## src/escr_pkg.sv

```systemverilog
// escr_pkg: register map, field positions, reset values and sampling periods
// assumes a byte-wide register port fed by an external serial slave engine
package escr_pkg;

  // ----------------------------------------------------------------
  // register offsets
  // ----------------------------------------------------------------
  localparam logic [7:0] ADDR_IRQ_EN   = 8'h07;
  localparam logic [7:0] ADDR_TEMP_LO  = 8'h0a;
  localparam logic [7:0] ADDR_TEMP_HI  = 8'h0b;
  localparam logic [7:0] ADDR_HUM_LO   = 8'h0c;
  localparam logic [7:0] ADDR_HUM_HI   = 8'h0d;
  localparam logic [7:0] ADDR_CFG      = 8'h0e;
  localparam logic [7:0] ADDR_MEAS     = 8'h0f;
  localparam logic [7:0] ADDR_MAKER_LO = 8'hfc;
  localparam logic [7:0] ADDR_MAKER_HI = 8'hfd;
  localparam logic [7:0] ADDR_PART_LO  = 8'hfe;
  localparam logic [7:0] ADDR_PART_HI  = 8'hff;

  // ----------------------------------------------------------------
  // reset values
  // ----------------------------------------------------------------
  localparam logic [7:0] TEMP_LO_RST = 8'h00;
  localparam logic [7:0] TEMP_HI_RST = 8'hff;
  localparam logic [7:0] HUM_LO_RST  = 8'h00;
  localparam logic [7:0] HUM_HI_RST  = 8'hff;
  localparam logic [7:0] CFG_RST     = 8'h00;
  localparam logic [7:0] MEAS_RST    = 8'h00;
  localparam logic [4:0] IRQ_EN_RST  = 5'h00;

  // ----------------------------------------------------------------
  // field positions
  // ----------------------------------------------------------------
  localparam int CFG_SRST     = 7;
  localparam int CFG_RATE_MSB = 6;
  localparam int CFG_RATE_LSB = 4;
  localparam int CFG_HEAT     = 3;
  localparam int CFG_PIN_EN   = 2;
  localparam int CFG_POL      = 1;
  localparam int CFG_MODE     = 0;
  localparam int MEAS_TEMP_RESOLUTION    = 6;
  localparam int MEAS_HUMIDITY_RESOLUTION    = 4;
  localparam int MEAS_CHAN    = 1;
  localparam int MEAS_START   = 0;
  localparam int IRQ_EN_LSB   = 3;
  localparam logic [1:0] CHAN_TEMP_ONLY = 2'h1;

  // flag and enable order, matching enable bits 7..3
  localparam int FL_DRDY = 4;
  localparam int FL_TH   = 3;
  localparam int FL_TL   = 2;
  localparam int FL_HH   = 1;
  localparam int FL_HL   = 0;

  // ----------------------------------------------------------------
  // timing
  // ----------------------------------------------------------------
  localparam longint CLK_HZ       = 20_000_000;
  localparam longint CYC_PER_MS   = CLK_HZ / 1000;
  localparam longint RATE1_MS     = 120_000;
  localparam longint RATE2_MS     = 60_000;
  localparam longint RATE3_MS     = 10_000;
  localparam longint RATE4_MS     = 5_000;
  localparam longint RATE5_MS     = 1_000;
  localparam longint RATE6_MS     = 500;
  localparam longint RATE7_MS     = 200;
  localparam int unsigned RATE1_CYC = 32'(RATE1_MS * CYC_PER_MS);
  localparam int unsigned RATE2_CYC = 32'(RATE2_MS * CYC_PER_MS);
  localparam int unsigned RATE3_CYC = 32'(RATE3_MS * CYC_PER_MS);
  localparam int unsigned RATE4_CYC = 32'(RATE4_MS * CYC_PER_MS);
  localparam int unsigned RATE5_CYC = 32'(RATE5_MS * CYC_PER_MS);
  localparam int unsigned RATE6_CYC = 32'(RATE6_MS * CYC_PER_MS);
  localparam int unsigned RATE7_CYC = 32'(RATE7_MS * CYC_PER_MS);

endpackage

```

## src/escr_timer_if.sv

```systemverilog
// escr_timer_if: link between the register bank and the sampling timer
// assumes both ends run on MCLK
interface escr_timer_if;
  logic [2:0] rate;
  logic       restart;
  logic       tick;
  modport ctl (output rate, output restart, input tick);
  modport tmr (input rate, input restart, output tick);
endinterface

```

## src/escr_timer.sv

```systemverilog
// escr_timer: periodic sampling tick generator
// assumes rate and restart come from MCLK logic
module escr_timer
  import escr_pkg::*;
#(
  parameter int unsigned P1 = RATE1_CYC,
  parameter int unsigned P2 = RATE2_CYC,
  parameter int unsigned P3 = RATE3_CYC,
  parameter int unsigned P4 = RATE4_CYC,
  parameter int unsigned P5 = RATE5_CYC,
  parameter int unsigned P6 = RATE6_CYC,
  parameter int unsigned P7 = RATE7_CYC
) (
  // clock and reset
  input wire logic MCLK,
  input wire logic RST_N,
  // control
  escr_timer_if.tmr tif
);

  logic [31:0] cnt_ff;
  logic [31:0] nxt_cnt;
  logic        tick_ff;
  logic        nxt_tick;

  // ----------------------------------------------------------------
  // period lookup
  // ----------------------------------------------------------------
  function automatic logic [31:0] period(input logic [2:0] code);
    case (code)
      3'h1:    period = P1;
      3'h2:    period = P2;
      3'h3:    period = P3;
      3'h4:    period = P4;
      3'h5:    period = P5;
      3'h6:    period = P6;
      3'h7:    period = P7;
      default: period = 32'h0000_0000;
    endcase
  endfunction

  // ----------------------------------------------------------------
  // counter
  // ----------------------------------------------------------------
  // periodic conversion tick
  always_comb begin
    nxt_cnt  = cnt_ff + 32'h0000_0001;
    nxt_tick = 1'b0;
    if (tif.restart || tif.rate == 3'h0) begin
      nxt_cnt = 32'h0000_0000;
    end else if (cnt_ff >= period(tif.rate) - 32'h0000_0001) begin
      nxt_cnt  = 32'h0000_0000;
      nxt_tick = 1'b1;
    end
  end

  always_ff @(posedge MCLK or negedge RST_N) begin
    if (!RST_N) begin
      cnt_ff  <= 32'h0000_0000;
      tick_ff <= 1'b0;
    end else begin
      cnt_ff  <= nxt_cnt;
      tick_ff <= nxt_tick;
    end
  end

  assign tif.tick = tick_ff;
endmodule

```

## src/escr_regs.sv

```systemverilog
// escr_regs: limit, configuration, conversion setup and identity registers
// assumes a byte register port and a converter that answers with a done pulse
module escr_regs
  import escr_pkg::*;
#(
  parameter logic [15:0] MAKER_CODE = 16'h5a5a, // arbitrary value
  parameter logic [15:0] PART_CODE  = 16'h0123, // arbitrary value
  parameter int unsigned AUTO_P1    = RATE1_CYC,
  parameter int unsigned AUTO_P2    = RATE2_CYC,
  parameter int unsigned AUTO_P3    = RATE3_CYC,
  parameter int unsigned AUTO_P4    = RATE4_CYC,
  parameter int unsigned AUTO_P5    = RATE5_CYC,
  parameter int unsigned AUTO_P6    = RATE6_CYC,
  parameter int unsigned AUTO_P7    = RATE7_CYC
) (
  // clock and reset
  input  wire logic       MCLK,
  input  wire logic       RST_N,
  // register port
  input  wire logic [7:0] REG_ADDR,
  input  wire logic [7:0] REG_WDATA,
  input  wire logic       REG_WR,
  input  wire logic       REG_RD,
  output logic      [7:0] REG_RDATA,
  // converter
  output logic            CONV_REQ,
  input  wire logic       CONV_DONE,
  input  wire logic [7:0] TEMP_RESULT,
  input  wire logic [7:0] HUM_RESULT,
  output logic      [1:0] TEMP_RES,
  output logic      [1:0] HUM_RES,
  output logic      [1:0] CHAN_SEL,
  output logic            HEATER_ON,
  output logic            NV_RELOAD,
  // interrupt pin
  input  wire logic       IRQ_ACK,
  output logic            IRQ_O,
  output logic            IRQ_OE_N
);

  logic [7:0] temp_lo_ff, temp_hi_ff, hum_lo_ff, hum_hi_ff, cfg_ff, meas_ff;
  logic [7:0] nxt_temp_lo, nxt_temp_hi, nxt_hum_lo, nxt_hum_hi, nxt_cfg, nxt_meas;
  logic [4:0] irq_en_ff, nxt_irq_en, flags_ff, nxt_flags, hits;
  logic       srst_ff, nxt_srst, busy_ff, nxt_busy, req_ff, nxt_req;
  logic       irq_o_ff, nxt_irq_o, irq_act;
  logic [7:0] rdata_ff, nxt_rdata;
  logic       wr_cfg, wr_meas, start_wr, done;
  escr_timer_if tif ();
  // ----------------------------------------------------------------
  // sampling timer
  // ----------------------------------------------------------------
  escr_timer #(
    .P1 (AUTO_P1), .P2 (AUTO_P2), .P3 (AUTO_P3), .P4 (AUTO_P4),
    .P5 (AUTO_P5), .P6 (AUTO_P6), .P7 (AUTO_P7)
  ) u_timer (
    .MCLK (MCLK), .RST_N (RST_N), .tif (tif.tmr)
  );

  assign tif.rate    = cfg_ff[CFG_RATE_MSB:CFG_RATE_LSB];
  assign tif.restart = srst_ff | wr_cfg;
  // ----------------------------------------------------------------
  // register writes
  // ----------------------------------------------------------------
  assign wr_cfg   = REG_WR && REG_ADDR == ADDR_CFG;
  assign wr_meas  = REG_WR && REG_ADDR == ADDR_MEAS;
  assign start_wr = wr_meas && REG_WDATA[MEAS_START];
  assign done     = CONV_DONE && busy_ff;

  always_comb begin
    nxt_temp_lo = temp_lo_ff;
    nxt_temp_hi = temp_hi_ff;
    nxt_hum_lo  = hum_lo_ff;
    nxt_hum_hi  = hum_hi_ff;
    nxt_cfg     = cfg_ff;
    nxt_meas    = meas_ff;
    nxt_irq_en  = irq_en_ff;
    nxt_srst    = 1'b0;
    if (srst_ff) begin
      nxt_temp_lo = TEMP_LO_RST;
      nxt_temp_hi = TEMP_HI_RST;
      nxt_hum_lo  = HUM_LO_RST;
      nxt_hum_hi  = HUM_HI_RST;
      nxt_cfg     = CFG_RST;
      nxt_meas    = MEAS_RST;
      nxt_irq_en  = IRQ_EN_RST;
    end else begin
      if (done) begin
        nxt_meas[MEAS_START] = 1'b0;
      end
      if (REG_WR) begin
        case (REG_ADDR)
          ADDR_IRQ_EN:  nxt_irq_en  = REG_WDATA[7:IRQ_EN_LSB];
          ADDR_TEMP_LO: nxt_temp_lo = REG_WDATA;
          ADDR_TEMP_HI: nxt_temp_hi = REG_WDATA;
          ADDR_HUM_LO:  nxt_hum_lo  = REG_WDATA;
          ADDR_HUM_HI:  nxt_hum_hi  = REG_WDATA;
          ADDR_CFG: begin
            nxt_cfg           = REG_WDATA;
            nxt_cfg[CFG_SRST] = 1'b0;
            nxt_srst          = REG_WDATA[CFG_SRST];
          end
          ADDR_MEAS: begin
            nxt_meas             = REG_WDATA;
            nxt_meas[MEAS_START] = REG_WDATA[MEAS_START] | (meas_ff[MEAS_START] & ~done);
          end
          default: ;
        endcase
      end
    end
  end

  always_ff @(posedge MCLK or negedge RST_N) begin
    if (!RST_N) begin
      temp_lo_ff <= TEMP_LO_RST;
      temp_hi_ff <= TEMP_HI_RST;
      hum_lo_ff  <= HUM_LO_RST;
      hum_hi_ff  <= HUM_HI_RST;
      cfg_ff     <= CFG_RST;
      meas_ff    <= MEAS_RST;
      irq_en_ff  <= IRQ_EN_RST;
      srst_ff    <= 1'b0;
    end else begin
      temp_lo_ff <= nxt_temp_lo;
      temp_hi_ff <= nxt_temp_hi;
      hum_lo_ff  <= nxt_hum_lo;
      hum_hi_ff  <= nxt_hum_hi;
      cfg_ff     <= nxt_cfg;
      meas_ff    <= nxt_meas;
      irq_en_ff  <= nxt_irq_en;
      srst_ff    <= nxt_srst;
    end
  end

  // ----------------------------------------------------------------
  // conversion sequencing
  // ----------------------------------------------------------------
  always_comb begin
    nxt_req  = !busy_ff && !srst_ff && (start_wr || tif.tick);
    nxt_busy = busy_ff;
    if (srst_ff || done) begin
      nxt_busy = 1'b0;
    end else if (nxt_req) begin
      nxt_busy = 1'b1;
    end
  end

  always_ff @(posedge MCLK or negedge RST_N) begin
    if (!RST_N) begin
      req_ff  <= 1'b0;
      busy_ff <= 1'b0;
    end else begin
      req_ff  <= nxt_req;
      busy_ff <= nxt_busy;
    end
  end

  // ----------------------------------------------------------------
  // limit compare and interrupt
  // ----------------------------------------------------------------
  always_comb begin
    hits          = 5'h00;
    hits[FL_DRDY] = 1'b1;
    hits[FL_TH]   = TEMP_RESULT > temp_hi_ff;
    hits[FL_TL]   = TEMP_RESULT < temp_lo_ff;
    if (meas_ff[MEAS_CHAN +: 2] != CHAN_TEMP_ONLY) begin
      hits[FL_HH] = HUM_RESULT > hum_hi_ff;
      hits[FL_HL] = HUM_RESULT < hum_lo_ff;
    end
    hits = hits & irq_en_ff;
    nxt_flags = flags_ff;
    if (srst_ff) begin
      nxt_flags = 5'h00;
    end else if (cfg_ff[CFG_MODE]) begin
      if (IRQ_ACK) begin
        nxt_flags[FL_DRDY] = 1'b0;
      end
      if (done) begin
        nxt_flags = {nxt_flags[FL_DRDY] | hits[FL_DRDY], hits[3:0]};
      end
    end else begin
      if (IRQ_ACK) begin
        nxt_flags = 5'h00;
      end
      if (done) begin
        nxt_flags = nxt_flags | hits;
      end
    end
    irq_act = |flags_ff;
    nxt_irq_o = cfg_ff[CFG_POL] ? irq_act : !irq_act;
  end

  always_ff @(posedge MCLK or negedge RST_N) begin
    if (!RST_N) begin
      flags_ff <= 5'h00;
      irq_o_ff <= 1'b1;
    end else begin
      flags_ff <= nxt_flags;
      irq_o_ff <= nxt_irq_o;
    end
  end

  // ----------------------------------------------------------------
  // read path
  // ----------------------------------------------------------------
  always_comb begin
    nxt_rdata = rdata_ff;
    if (REG_RD) begin
      case (REG_ADDR)
        ADDR_IRQ_EN:   nxt_rdata = {irq_en_ff, 3'h0};
        ADDR_TEMP_LO:  nxt_rdata = temp_lo_ff;
        ADDR_TEMP_HI:  nxt_rdata = temp_hi_ff;
        ADDR_HUM_LO:   nxt_rdata = hum_lo_ff;
        ADDR_HUM_HI:   nxt_rdata = hum_hi_ff;
        ADDR_CFG:      nxt_rdata = cfg_ff;
        ADDR_MEAS:     nxt_rdata = meas_ff;
        ADDR_MAKER_LO: nxt_rdata = MAKER_CODE[7:0];
        ADDR_MAKER_HI: nxt_rdata = MAKER_CODE[15:8];
        ADDR_PART_LO:  nxt_rdata = PART_CODE[7:0];
        ADDR_PART_HI:  nxt_rdata = PART_CODE[15:8];
        default:       nxt_rdata = 8'h00;
      endcase
    end
  end

  always_ff @(posedge MCLK or negedge RST_N) begin
    if (!RST_N) begin
      rdata_ff <= 8'h00;
    end else begin
      rdata_ff <= nxt_rdata;
    end
  end

  // ----------------------------------------------------------------
  // outputs
  // ----------------------------------------------------------------
  assign REG_RDATA = rdata_ff;
  assign CONV_REQ  = req_ff;
  assign NV_RELOAD = srst_ff;
  assign TEMP_RES  = meas_ff[MEAS_TEMP_RESOLUTION +: 2];
  assign HUM_RES   = meas_ff[MEAS_HUMIDITY_RESOLUTION +: 2];
  assign CHAN_SEL  = meas_ff[MEAS_CHAN +: 2];
  assign HEATER_ON = cfg_ff[CFG_HEAT];
  assign IRQ_OE_N  = !cfg_ff[CFG_PIN_EN];
  assign IRQ_O     = irq_o_ff;
endmodule

```

## config.mk

```make
export PLATFORM = sky130hd
export DESIGN_NAME = escr_regs
export DESIGN_NICKNAME = d
export VERILOG_FILES = /design/src/escr_pkg.sv /design/src/escr_timer_if.sv /design/src/escr_timer.sv /design/src/escr_regs.sv
export SDC_FILE = /design/constraint.sdc
export NUM_CORES = 1
export LEC_CHECK = 0
export BUFFER_PORTS_ARGS = -buffer_cell sky130_fd_sc_hd__buf_4
export CAP_MARGIN = 0
export CORE_MARGIN = 4
export CORE_UTILIZATION = 50
export DETAILED_ROUTE_END_ITERATION = 8
export GPL_TIMING_DRIVEN = 1
export PLACE_DENSITY = 0.82
export SYNTH_ARGS = -nofsm -noshare
export SYNTH_HDL_FRONTEND = slang
export SYNTH_SLANG_ARGS = --single-unit
```

## constraint.sdc

```tcl
create_clock -name MCLK -period 3.1 [get_ports MCLK]
set_input_delay 0.31 -clock MCLK [delete_from_list [all_inputs] [get_ports MCLK]]
set_output_delay 0.31 -clock MCLK [all_outputs]
set_load 0.02 [all_outputs]
```

==> impl_metrics.prom, run 1 <==
# TYPE chip_impl_metric gauge
chip_impl_metric{name="routedWlPerCell",unit="um"} 18.2
chip_impl_metric{name="hpwl",unit="mm"} 12.7
chip_impl_metric{name="hold_viol_final",unit=""} 0
chip_impl_metric{name="global_route.overflow_total",unit=""} 0
chip_impl_metric{name="place_worst_setup_slack",unit="ns"} -0.0142
chip_impl_info{name="worstHoldPathType",value="input pin to flop"} 1
chip_impl_metric{name="yosys.area.top_type_share",unit="%"} 32.5
chip_impl_metric{name="final.setup_skew",unit="ns"} 0.00676
chip_impl_metric{name="dr_total_vias",unit=""} 5667
chip_impl_metric{name="share_seq_of_total_power",unit="%"} 48.6
chip_impl_metric{name="initial_antenna_violation_count",unit=""} 0
chip_impl_metric{name="postSynthRegisterBits",unit=""} 102
chip_impl_metric{name="cts_htree_levels",unit=""} 3
chip_impl_metric{name="area_growth",unit="%"} 17.3
chip_impl_metric{name="fin_crit",unit="ns"} 2.98
chip_impl_metric{name="die-area",unit="sq um"} 15000
chip_impl_metric{name="number_of_buffers_inserted_during_clock_tree_synthesis",unit=""} 9
chip_impl_metric{name="number_of_global_route_vias_before_repair",unit=""} 5581
chip_impl_metric{name="io-pin-count",unit=""} 57
chip_impl_metric{name="core_area",unit="sq um"} 12700
chip_impl_metric{name="finish.net_count",unit=""} 887
chip_impl_metric{name="global_route.usage.total",unit="%"} 24.0
chip_impl_metric{name="cts_num_sinks",unit=""} 102
chip_impl_metric{name="post_route_cells_drive_above_1_share",unit="%"} 18.9
chip_impl_metric{name="num_antenna_cells",unit=""} 0
chip_impl_info{name="synth.largest_area_cell",value="sky130_fd_sc_hd__dfrtp_1"} 1
chip_impl_metric{name="postSynthAreaPerCell",unit="sq um"} 8.87
chip_impl_info{name="rsz0062_at_grt",value="true"} 1
chip_impl_metric{name="crit_arrival",unit="ns"} 3.25
chip_impl_metric{name="post-route-cell-area",unit="sq um"} 7680
chip_impl_metric{name="power.leakage",unit="nW"} 3.41
chip_impl_metric{name="cell_internal_pwr",unit="W"} 0.00215
chip_impl_metric{name="timing.critical_path.fanout_max",unit=""} 8
chip_impl_metric{name="die_x",unit="um"} 122
chip_impl_metric{name="syn_inst",unit=""} 738
chip_impl_metric{name="worst-r2r-setup-slack",unit="ns"} 0.12
chip_impl_metric{name="finalCritPeriodShare",unit="%"} 96.3
chip_impl_metric{name="sw_frac_of_total",unit="%"} 27.2
chip_impl_info{name="yosys-top-cells-area",value="sky130_fd_sc_hd__dfrtp_1 (32%), sky130_fd_sc_hd__ha_1 (11%), sky130_fd_sc_hd__dfstp_2 (6.8%)"} 1
chip_impl_metric{name="gpl.final_weighted_congestion",unit=""} 0.934
chip_impl_metric{name="finalSetupViolations",unit=""} 0
chip_impl_metric{name="floorplan.initialDensity",unit="%"} 51.5
chip_impl_metric{name="synth.distinct_cells",unit=""} 60
chip_impl_metric{name="synthesis.nets",unit=""} 833
chip_impl_metric{name="grt_start_max_net_pins",unit=""} 59
chip_impl_metric{name="drv.max_cap_violation_count",unit=""} 0
chip_impl_info{name="setup.worst_path.class",value="flop to flop"} 1
chip_impl_metric{name="drt_iter0_drc",unit=""} 510
chip_impl_metric{name="buffer_ports.inserted",unit=""} 56
chip_impl_metric{name="vias_per_cell",unit=""} 5.85
chip_impl_metric{name="worstMarginPinSlew",unit="ns"} 0.637
chip_impl_metric{name="core.rowCount",unit=""} 41
chip_impl_metric{name="detailed_router_iteration_count_before_antenna_repair",unit=""} 5
chip_impl_metric{name="postSynth.asyncResetShare",unit="%"} 100
chip_impl_metric{name="max-clock-path-buffers",unit=""} 2
chip_impl_metric{name="insertion_delay",unit="ns"} 0.36
chip_impl_metric{name="switchingPower",unit="W"} 0.000806
chip_impl_metric{name="finalWirelength",unit="mm"} 17.6
chip_impl_metric{name="power.density",unit="nW/um^2"} 386
chip_impl_info{name="cts_root_buf",value="sky130_fd_sc_hd__clkbuf_16"} 1
chip_impl_metric{name="grt_pass1_wl",unit="mm"} 28.1
chip_impl_metric{name="synth.yosys.warnings",unit=""} 0
chip_impl_metric{name="proportion_of_power_drawn_by_the_clock_network",unit="%"} 37.0
chip_impl_metric{name="maxSlewViolCount",unit=""} 0
chip_impl_metric{name="peakVddDrop",unit="mV"} 0.289
chip_impl_info{name="synth_flop_cell",value="sky130_fd_sc_hd__dfrtp_1"} 1
chip_impl_metric{name="max_clock_freq",unit="GHz"} 0.335
chip_impl_metric{name="synth_enable_flop_cells",unit=""} 0
chip_impl_metric{name="final_critical_path_setup_slack",unit="ns"} 0.116
chip_impl_metric{name="fillerInstances",unit=""} 1078
chip_impl_metric{name="postRouteAntennaNets",unit=""} 0
chip_impl_metric{name="detailed_place.area",unit="sq um"} 7150
chip_impl_metric{name="share_comb_of_total_power",unit="%"} 14.4
chip_impl_metric{name="required_time_reported_for_the_critical_path_endpoint",unit="ns"} 3.36
chip_impl_metric{name="yosysSeqAreaShare",unit="%"} 39.3
chip_impl_info{name="cp-start-kind",value="flop"} 1
chip_impl_metric{name="drcViolationCount",unit=""} 0
chip_impl_metric{name="power",unit="W"} 0.00296
chip_impl_metric{name="fp.dieH",unit="um"} 122
chip_impl_metric{name="worst_setup_hold_path_clk_slew",unit="ns"} 0.07
chip_impl_info{name="end_kind",value="flop"} 1
chip_impl_metric{name="max-slew-margin-rel",unit="%"} 57.2
chip_impl_metric{name="netlist_area_before_placement",unit="sq um"} 6550
chip_impl_info{name="clock_tree_from_tritoncts",value="yes"} 1
chip_impl_info{name="run_status",value="finished clean"} 1
-- cells in the mapped netlist, types with 2 or more instances --
cell,instances
sky130_fd_sc_hd__a211o_1,3
sky130_fd_sc_hd__a211oi_1,4
sky130_fd_sc_hd__a21boi_0,2
sky130_fd_sc_hd__a21o_1,9
sky130_fd_sc_hd__a21oi_1,46
sky130_fd_sc_hd__a221oi_1,2
sky130_fd_sc_hd__a22o_1,2
sky130_fd_sc_hd__a22oi_1,8
sky130_fd_sc_hd__a31oi_1,4
sky130_fd_sc_hd__a32oi_1,2
sky130_fd_sc_hd__and2_1,9
sky130_fd_sc_hd__and3_1,7
sky130_fd_sc_hd__and4_1,3
sky130_fd_sc_hd__buf_1,3
sky130_fd_sc_hd__buf_4,13
sky130_fd_sc_hd__buf_6,2
sky130_fd_sc_hd__clkbuf_1,17
sky130_fd_sc_hd__dfrtp_1,85
sky130_fd_sc_hd__dfstp_2,17
sky130_fd_sc_hd__ha_1,57
sky130_fd_sc_hd__inv_1,51
sky130_fd_sc_hd__mux2_2,2
sky130_fd_sc_hd__mux2i_1,17
sky130_fd_sc_hd__nand2_1,103
sky130_fd_sc_hd__nand2b_1,8
sky130_fd_sc_hd__nand3_1,28
sky130_fd_sc_hd__nand3b_1,17
sky130_fd_sc_hd__nand4_1,18
sky130_fd_sc_hd__nor2_1,52
sky130_fd_sc_hd__nor2b_1,8
sky130_fd_sc_hd__nor3_1,37
sky130_fd_sc_hd__nor3b_1,2
sky130_fd_sc_hd__nor4_1,2
sky130_fd_sc_hd__nor4_2,3
sky130_fd_sc_hd__o211ai_1,5
sky130_fd_sc_hd__o21a_1,2
sky130_fd_sc_hd__o21ai_0,24
sky130_fd_sc_hd__o22ai_1,8
sky130_fd_sc_hd__or2_2,2
sky130_fd_sc_hd__or4_1,2
sky130_fd_sc_hd__xnor2_1,18
sky130_fd_sc_hd__xor2_1,16
-- path summary, 6_finish.rpt --
path | start | endpoint | cells after the start
setup / recovery | cfg_ff[5] | u_timer.cnt_ff[15] | 15
hold / removal | CONV_DONE | busy_ff | 2
setup reg to reg | cfg_ff[5] | u_timer.cnt_ff[15] | 15
min in group asynchronous | RST_N | cfg_ff[1] | 2
max in group asynchronous | RST_N | hum_hi_ff[2] | 3
hold reg to reg | cfg_ff[1] | IRQ_O | 1
-- cell families after synthesis --
group	count (synthesis)	share of synthesized area, %
multiplexers	19	2.94
flip-flops	102	39.3
AO/OA/AOI/OAI	129	12.3
adder cells (fa/ha/maj)	57	10.9
AND/OR/NAND/NOR	309	23.9
buffers and inverters	88	6.06
XOR/XNOR	34	4.55
-- worst max-delay path: stages, from the launching register on --
cell and delay, ns:
sky130_fd_sc_hd__dfrtp_1 0.37, sky130_fd_sc_hd__nor2b_2 0.17, sky130_fd_sc_hd__nand2b_4 0.15, sky130_fd_sc_hd__ha_4 0.17
sky130_fd_sc_hd__buf_4 0.14, sky130_fd_sc_hd__nand3b_1 0.15, sky130_fd_sc_hd__nand3_1 0.09, sky130_fd_sc_hd__nand2_1 0.11
sky130_fd_sc_hd__ha_4 0.24, sky130_fd_sc_hd__nand2_1 0.06, sky130_fd_sc_hd__nor2_1 0.05, sky130_fd_sc_hd__a211oi_1 0.20
sky130_fd_sc_hd__o21ai_1 0.12, sky130_fd_sc_hd__a221o_2 0.49, sky130_fd_sc_hd__buf_6 0.19, sky130_fd_sc_hd__nor3_1 0.20
-- repair_timing --
action                                 in CTS  in global routing
endpoints found under the hold margin      35                  0
setup endpoints to repair                  33                 33
pin swaps                                   0                  5
resized for setup                           2                 38
hold buffers                                1                  0
setup buffers                               0                  1
gates cloned                                0                  3
-- metrics by stage --
step / util (%) / instances / setup TNS, ns / hold WS, ns
after floorplan: - / 738 / -1.99 / 0.0144
after global placement: 56.2 / 948 / 0 / 0.342
after detailed placement: 56.2 / 948 / -0.0777 / 0.343
after CTS: 58.6 / 965 / 0 / 0.152
after global routing: 60.4 / 969 / -0.0609 / 0.166
final: 60.4 / 969 / 0 / 0.165
-- state kept, by name, indices dropped and copies added, names as in the netlist --
name	flops
u_timer.tif.tick	1
NV_RELOAD	1
temp_hi_ff	8
u_timer.cnt_ff	32
hum_lo_ff	8
irq_en_ff	5
busy_ff	1
temp_lo_ff	8
IRQ_O	1
CONV_REQ	1
flags_ff	5
cfg_ff	7
meas_ff	8
hum_hi_ff	8
REG_RDATA	8
-- area by class of cell --
cell class | instances | area (sq um) | area share [%]
sequential | 102 | 2570 | 33.5
clock buffer | 12 | 256 | 3.34
tap | 172 | 215 | 2.80
timing repair buffer | 80 | 671 | 8.73
multi-input combinational | 548 | 3740 | 48.7
clock inverter | 4 | 31.3 | 0.407
inverter | 51 | 191 | 2.49
-- power groups by stage --
stage          registers [W]  logic, W  clock network [W]
2_1_floorplan        0.00144  0.000249                  0
3_3_place_gp         0.00146  0.000390                  0
3_5_place_dp         0.00146  0.000402                  0
4_1_cts              0.00144  0.000406            0.00112
5_1_grt              0.00144  0.000484            0.00118
6_report             0.00144  0.000426            0.00110
-- per-layer routing --
layer  vias to the layer above  global-route usage (%)  part of all wire, %
met5                         -                       0                    0
met3                        59                    5.67                  7.8
met1                      2706                    31.5                   41
met2                       216                    38.5                   47
li1                       2686                       -                    -
met4                         0                    9.45                  4.0
-- cells in the final DEF (no fill, tap or decap), types with 18 or more instances in the layout --
cell                        n
sky130_fd_sc_hd__buf_4     73
sky130_fd_sc_hd__nand4_1   18
sky130_fd_sc_hd__nand2_1  101
sky130_fd_sc_hd__nor3_1    24
sky130_fd_sc_hd__nand3_1   28
sky130_fd_sc_hd__xnor2_1   18
sky130_fd_sc_hd__inv_1     51
sky130_fd_sc_hd__o21ai_0   18
sky130_fd_sc_hd__a21oi_1   45
sky130_fd_sc_hd__dfrtp_1   84
sky130_fd_sc_hd__nor2_1    52
sky130_fd_sc_hd__ha_1      54
No activity file was read; power rests on OpenSTA's default activity.
==> run 2, diff against run 1 <==
- SETUP_SLACK_MARGIN: not set -> 0.4
==> impl_metrics.prom, run 2 (synthesis results as in run 1) <==
# TYPE chip_impl_metric gauge
chip_impl_metric{name="drt_iter0_drc",unit=""} 616
chip_impl_metric{name="detailed_place.area",unit="sq um"} 7360
chip_impl_metric{name="largest_reg_flops",unit=""} 32
chip_impl_metric{name="final.setup_skew",unit="ns"} 0.00904
chip_impl_metric{name="power.leakage",unit="nW"} 3.52
chip_impl_info{name="grt_most_used_layer",value="met2"} 1
chip_impl_info{name="setup.worst_path.class",value="flop to flop"} 1
chip_impl_metric{name="timing.critical_path.fanout_max",unit=""} 5
chip_impl_info{name="clock_tree_from_tritoncts",value="yes"} 1
chip_impl_info{name="run_status",value="finished clean"} 1
chip_impl_metric{name="detailed_router_iteration_count_before_antenna_repair",unit=""} 5
chip_impl_info{name="most-common-layout-cells",value="sky130_fd_sc_hd__nand2_1 (100), sky130_fd_sc_hd__dfrtp_1 (83), sky130_fd_sc_hd__buf_4 (77)"} 1
chip_impl_info{name="registers.top_by_ff_count",value="u_timer.cnt_ff"} 1
chip_impl_metric{name="maxSlewViolCount",unit=""} 0
chip_impl_metric{name="vias_per_cell",unit=""} 6.02
chip_impl_metric{name="required_time_reported_for_the_critical_path_endpoint",unit="ns"} 3.34
chip_impl_info{name="cp_top_family",value="compound AO/OA/AOI/OAI gates"} 1
chip_impl_metric{name="fin_crit",unit="ns"} 3.07
chip_impl_metric{name="max-clock-path-buffers",unit=""} 2
chip_impl_metric{name="routedWlPerCell",unit="um"} 19.3
chip_impl_metric{name="critical_path.max_stage_delay",unit="ns"} 0.43
chip_impl_metric{name="power.density",unit="nW/um^2"} 401
chip_impl_metric{name="hpwl",unit="mm"} 12.7
chip_impl_metric{name="final_critical_path_setup_slack",unit="ns"} 0.0280
chip_impl_metric{name="insertion_delay",unit="ns"} 0.36
chip_impl_metric{name="crit_arrival",unit="ns"} 3.31
chip_impl_metric{name="hold_ws",unit="ns"} 0.0496
chip_impl_metric{name="number_of_buffers_inserted_during_clock_tree_synthesis",unit=""} 9
chip_impl_metric{name="gpl.final_weighted_congestion",unit=""} 0.936
chip_impl_metric{name="core.rowCount",unit=""} 41
chip_impl_info{name="end_kind",value="flop"} 1
chip_impl_info{name="cp-start-kind",value="flop"} 1
chip_impl_metric{name="critical_path.n_buffers_inverters",unit=""} 4
chip_impl_metric{name="drcViolationCount",unit=""} 0
chip_impl_metric{name="finish.net_count",unit=""} 893
chip_impl_metric{name="max-slew-margin-rel",unit="%"} 43.1
chip_impl_metric{name="global_route.overflow_total",unit=""} 0
chip_impl_info{name="cell_with_the_largest_stage_delay_on_the_worst_path",value="sky130_fd_sc_hd__dfrtp_2"} 1
chip_impl_metric{name="die_x",unit="um"} 122
chip_impl_metric{name="area_growth",unit="%"} 21.8
chip_impl_metric{name="max_clock_freq",unit="GHz"} 0.326
chip_impl_metric{name="global_route.usage.total",unit="%"} 25.7
chip_impl_metric{name="num_antenna_cells",unit=""} 0
chip_impl_info{name="cts_root_buf",value="sky130_fd_sc_hd__clkbuf_16"} 1
chip_impl_metric{name="cts_htree_levels",unit=""} 3
chip_impl_metric{name="finalCritPeriodShare",unit="%"} 99.1
chip_impl_metric{name="cts_num_sinks",unit=""} 102
chip_impl_metric{name="finalSetupViolations",unit=""} 0
chip_impl_metric{name="postRouteAntennaNets",unit=""} 0
chip_impl_metric{name="buffer_ports.inserted",unit=""} 56
chip_impl_info{name="critPathMostFrequentCell",value="sky130_fd_sc_hd__buf_4"} 1
chip_impl_metric{name="post-route-cell-area",unit="sq um"} 7980
chip_impl_metric{name="finalWirelength",unit="mm"} 18.8
chip_impl_metric{name="worstMarginPinSlew",unit="ns"} 0.854
chip_impl_metric{name="dr_total_vias",unit=""} 5869
chip_impl_metric{name="power",unit="W"} 0.00320
chip_impl_metric{name="number_of_global_route_vias_before_repair",unit=""} 5637
chip_impl_metric{name="grt_util_met3",unit="%"} 4.01
chip_impl_metric{name="hold_viol_final",unit=""} 0
chip_impl_metric{name="drv.max_cap_violation_count",unit=""} 0
chip_impl_metric{name="number_of_buffers_inserted_for_hold_repair_after_clock_tree_synthesis",unit=""} 0
chip_impl_metric{name="peakVddDrop",unit="mV"} 0.378
chip_impl_metric{name="io-pin-count",unit=""} 57
chip_impl_metric{name="grt_pass1_wl",unit="mm"} 29.7
chip_impl_metric{name="use_met2",unit="%"} 38.9
chip_impl_info{name="worstHoldPathType",value="input pin to async pin"} 1
chip_impl_metric{name="post_route_cells_drive_above_1_share",unit="%"} 22.4
chip_impl_metric{name="initial_antenna_violation_count",unit=""} 0
chip_impl_metric{name="place_worst_setup_slack",unit="ns"} 0.141
chip_impl_info{name="rsz0062_at_grt",value="true"} 1
chip_impl_metric{name="die-area",unit="sq um"} 15000
chip_impl_metric{name="met1_usage",unit="%"} 36.2
chip_impl_metric{name="core_area",unit="sq um"} 12700
chip_impl_info{name="final_common_cell",value="sky130_fd_sc_hd__nand2_1"} 1
chip_impl_metric{name="worst_setup_hold_path_clk_slew",unit="ns"} 0.07
chip_impl_info{name="worstPathCellList",value="buf_4 -> or2_1 -> nor3b_2 -> inv_1 -> ha_1 -> a2111o_1 -> a31oi_1 -> o21ai_1 -> a221o_2 -> buf_4 -> buf_12 -> nor2b_1"} 1
chip_impl_metric{name="grt_start_max_net_pins",unit=""} 67
chip_impl_metric{name="fp.dieH",unit="um"} 122
chip_impl_metric{name="floorplan.initialDensity",unit="%"} 51.5
## run 2: cell types whose count changed in the layout (fill, tap and decap cells not counted), sizes merged
cell and delta:
bufinv +3, clkbuf -2, buf +8, dlygate4sd3 -1, clkinv -2
## run 2: worst reg2reg max path: stages (launching register included)
cell and delay [ns]:
sky130_fd_sc_hd__dfrtp_2 0.43, sky130_fd_sc_hd__buf_4 0.16, sky130_fd_sc_hd__or2_1 0.27, sky130_fd_sc_hd__nor3b_2 0.28, sky130_fd_sc_hd__inv_1 0.13, sky130_fd_sc_hd__ha_1 0.23, sky130_fd_sc_hd__a2111o_1 0.34, sky130_fd_sc_hd__a31oi_1 0.19
sky130_fd_sc_hd__o21ai_1 0.13, sky130_fd_sc_hd__a221o_2 0.38, sky130_fd_sc_hd__buf_4 0.16, sky130_fd_sc_hd__buf_12 0.13, sky130_fd_sc_hd__nor2b_1 0.13
## run 2: worst paths after layout
path	startpoint	to	slack, ns	cells after the start
worst min-delay path	RST_N	temp_lo_ff[1]	0.05	1
max in group asynchronous	RST_N	temp_hi_ff[6]	2.30	2
worst min register to register	cfg_ff[1]	IRQ_O	0.47	1
worst max-delay path	cfg_ff[4]	u_timer.tif.tick	0.03	12
min in group MCLK	CONV_DONE	busy_ff	0.14	2
worst max register to register	cfg_ff[4]	u_timer.tif.tick	0.03	12
## run 2: repair_timing
item                       in CTS  in global routing
setup endpoints to repair      33                 33
buffers inserted                5                  3
pin swaps                      10                  9
resized for setup              12                 12
cloned                          3                  1
## run 2: stage by stage
stage	cells	setup TNS [ns]	util, %
after floorplan	738	0	-
after global placement	947	0	57.8
after detailed placement	947	0	57.8
after CTS	971	0	61.8
after global routing	975	-1.03	62.7
final	975	0	62.7
## run 2: where the power goes
part           switching [W]  leakage (nW)  internal, W  total (W)
Sequential         0.0000478          1.35      0.00139    0.00144
Clock               0.000518         0.164     0.000793    0.00131
Combinational       0.000270          2.00     0.000179   0.000449
## run 2: area by class of cell
cell class	count	area (sq um)
clock buffer	11	233
fill	1052	4750
tap	172	215
clock inverter	5	108
sequential	102	2580
multi-input combinational	548	3880
timing repair buffer	86	777
inverter	51	191
## run 2: layer usage
layer	vias up	wire length (um)
met4	0	706
met1	2849	8030
li1	2697	-
met2	271	8680
met5	-	0
met3	52	1390
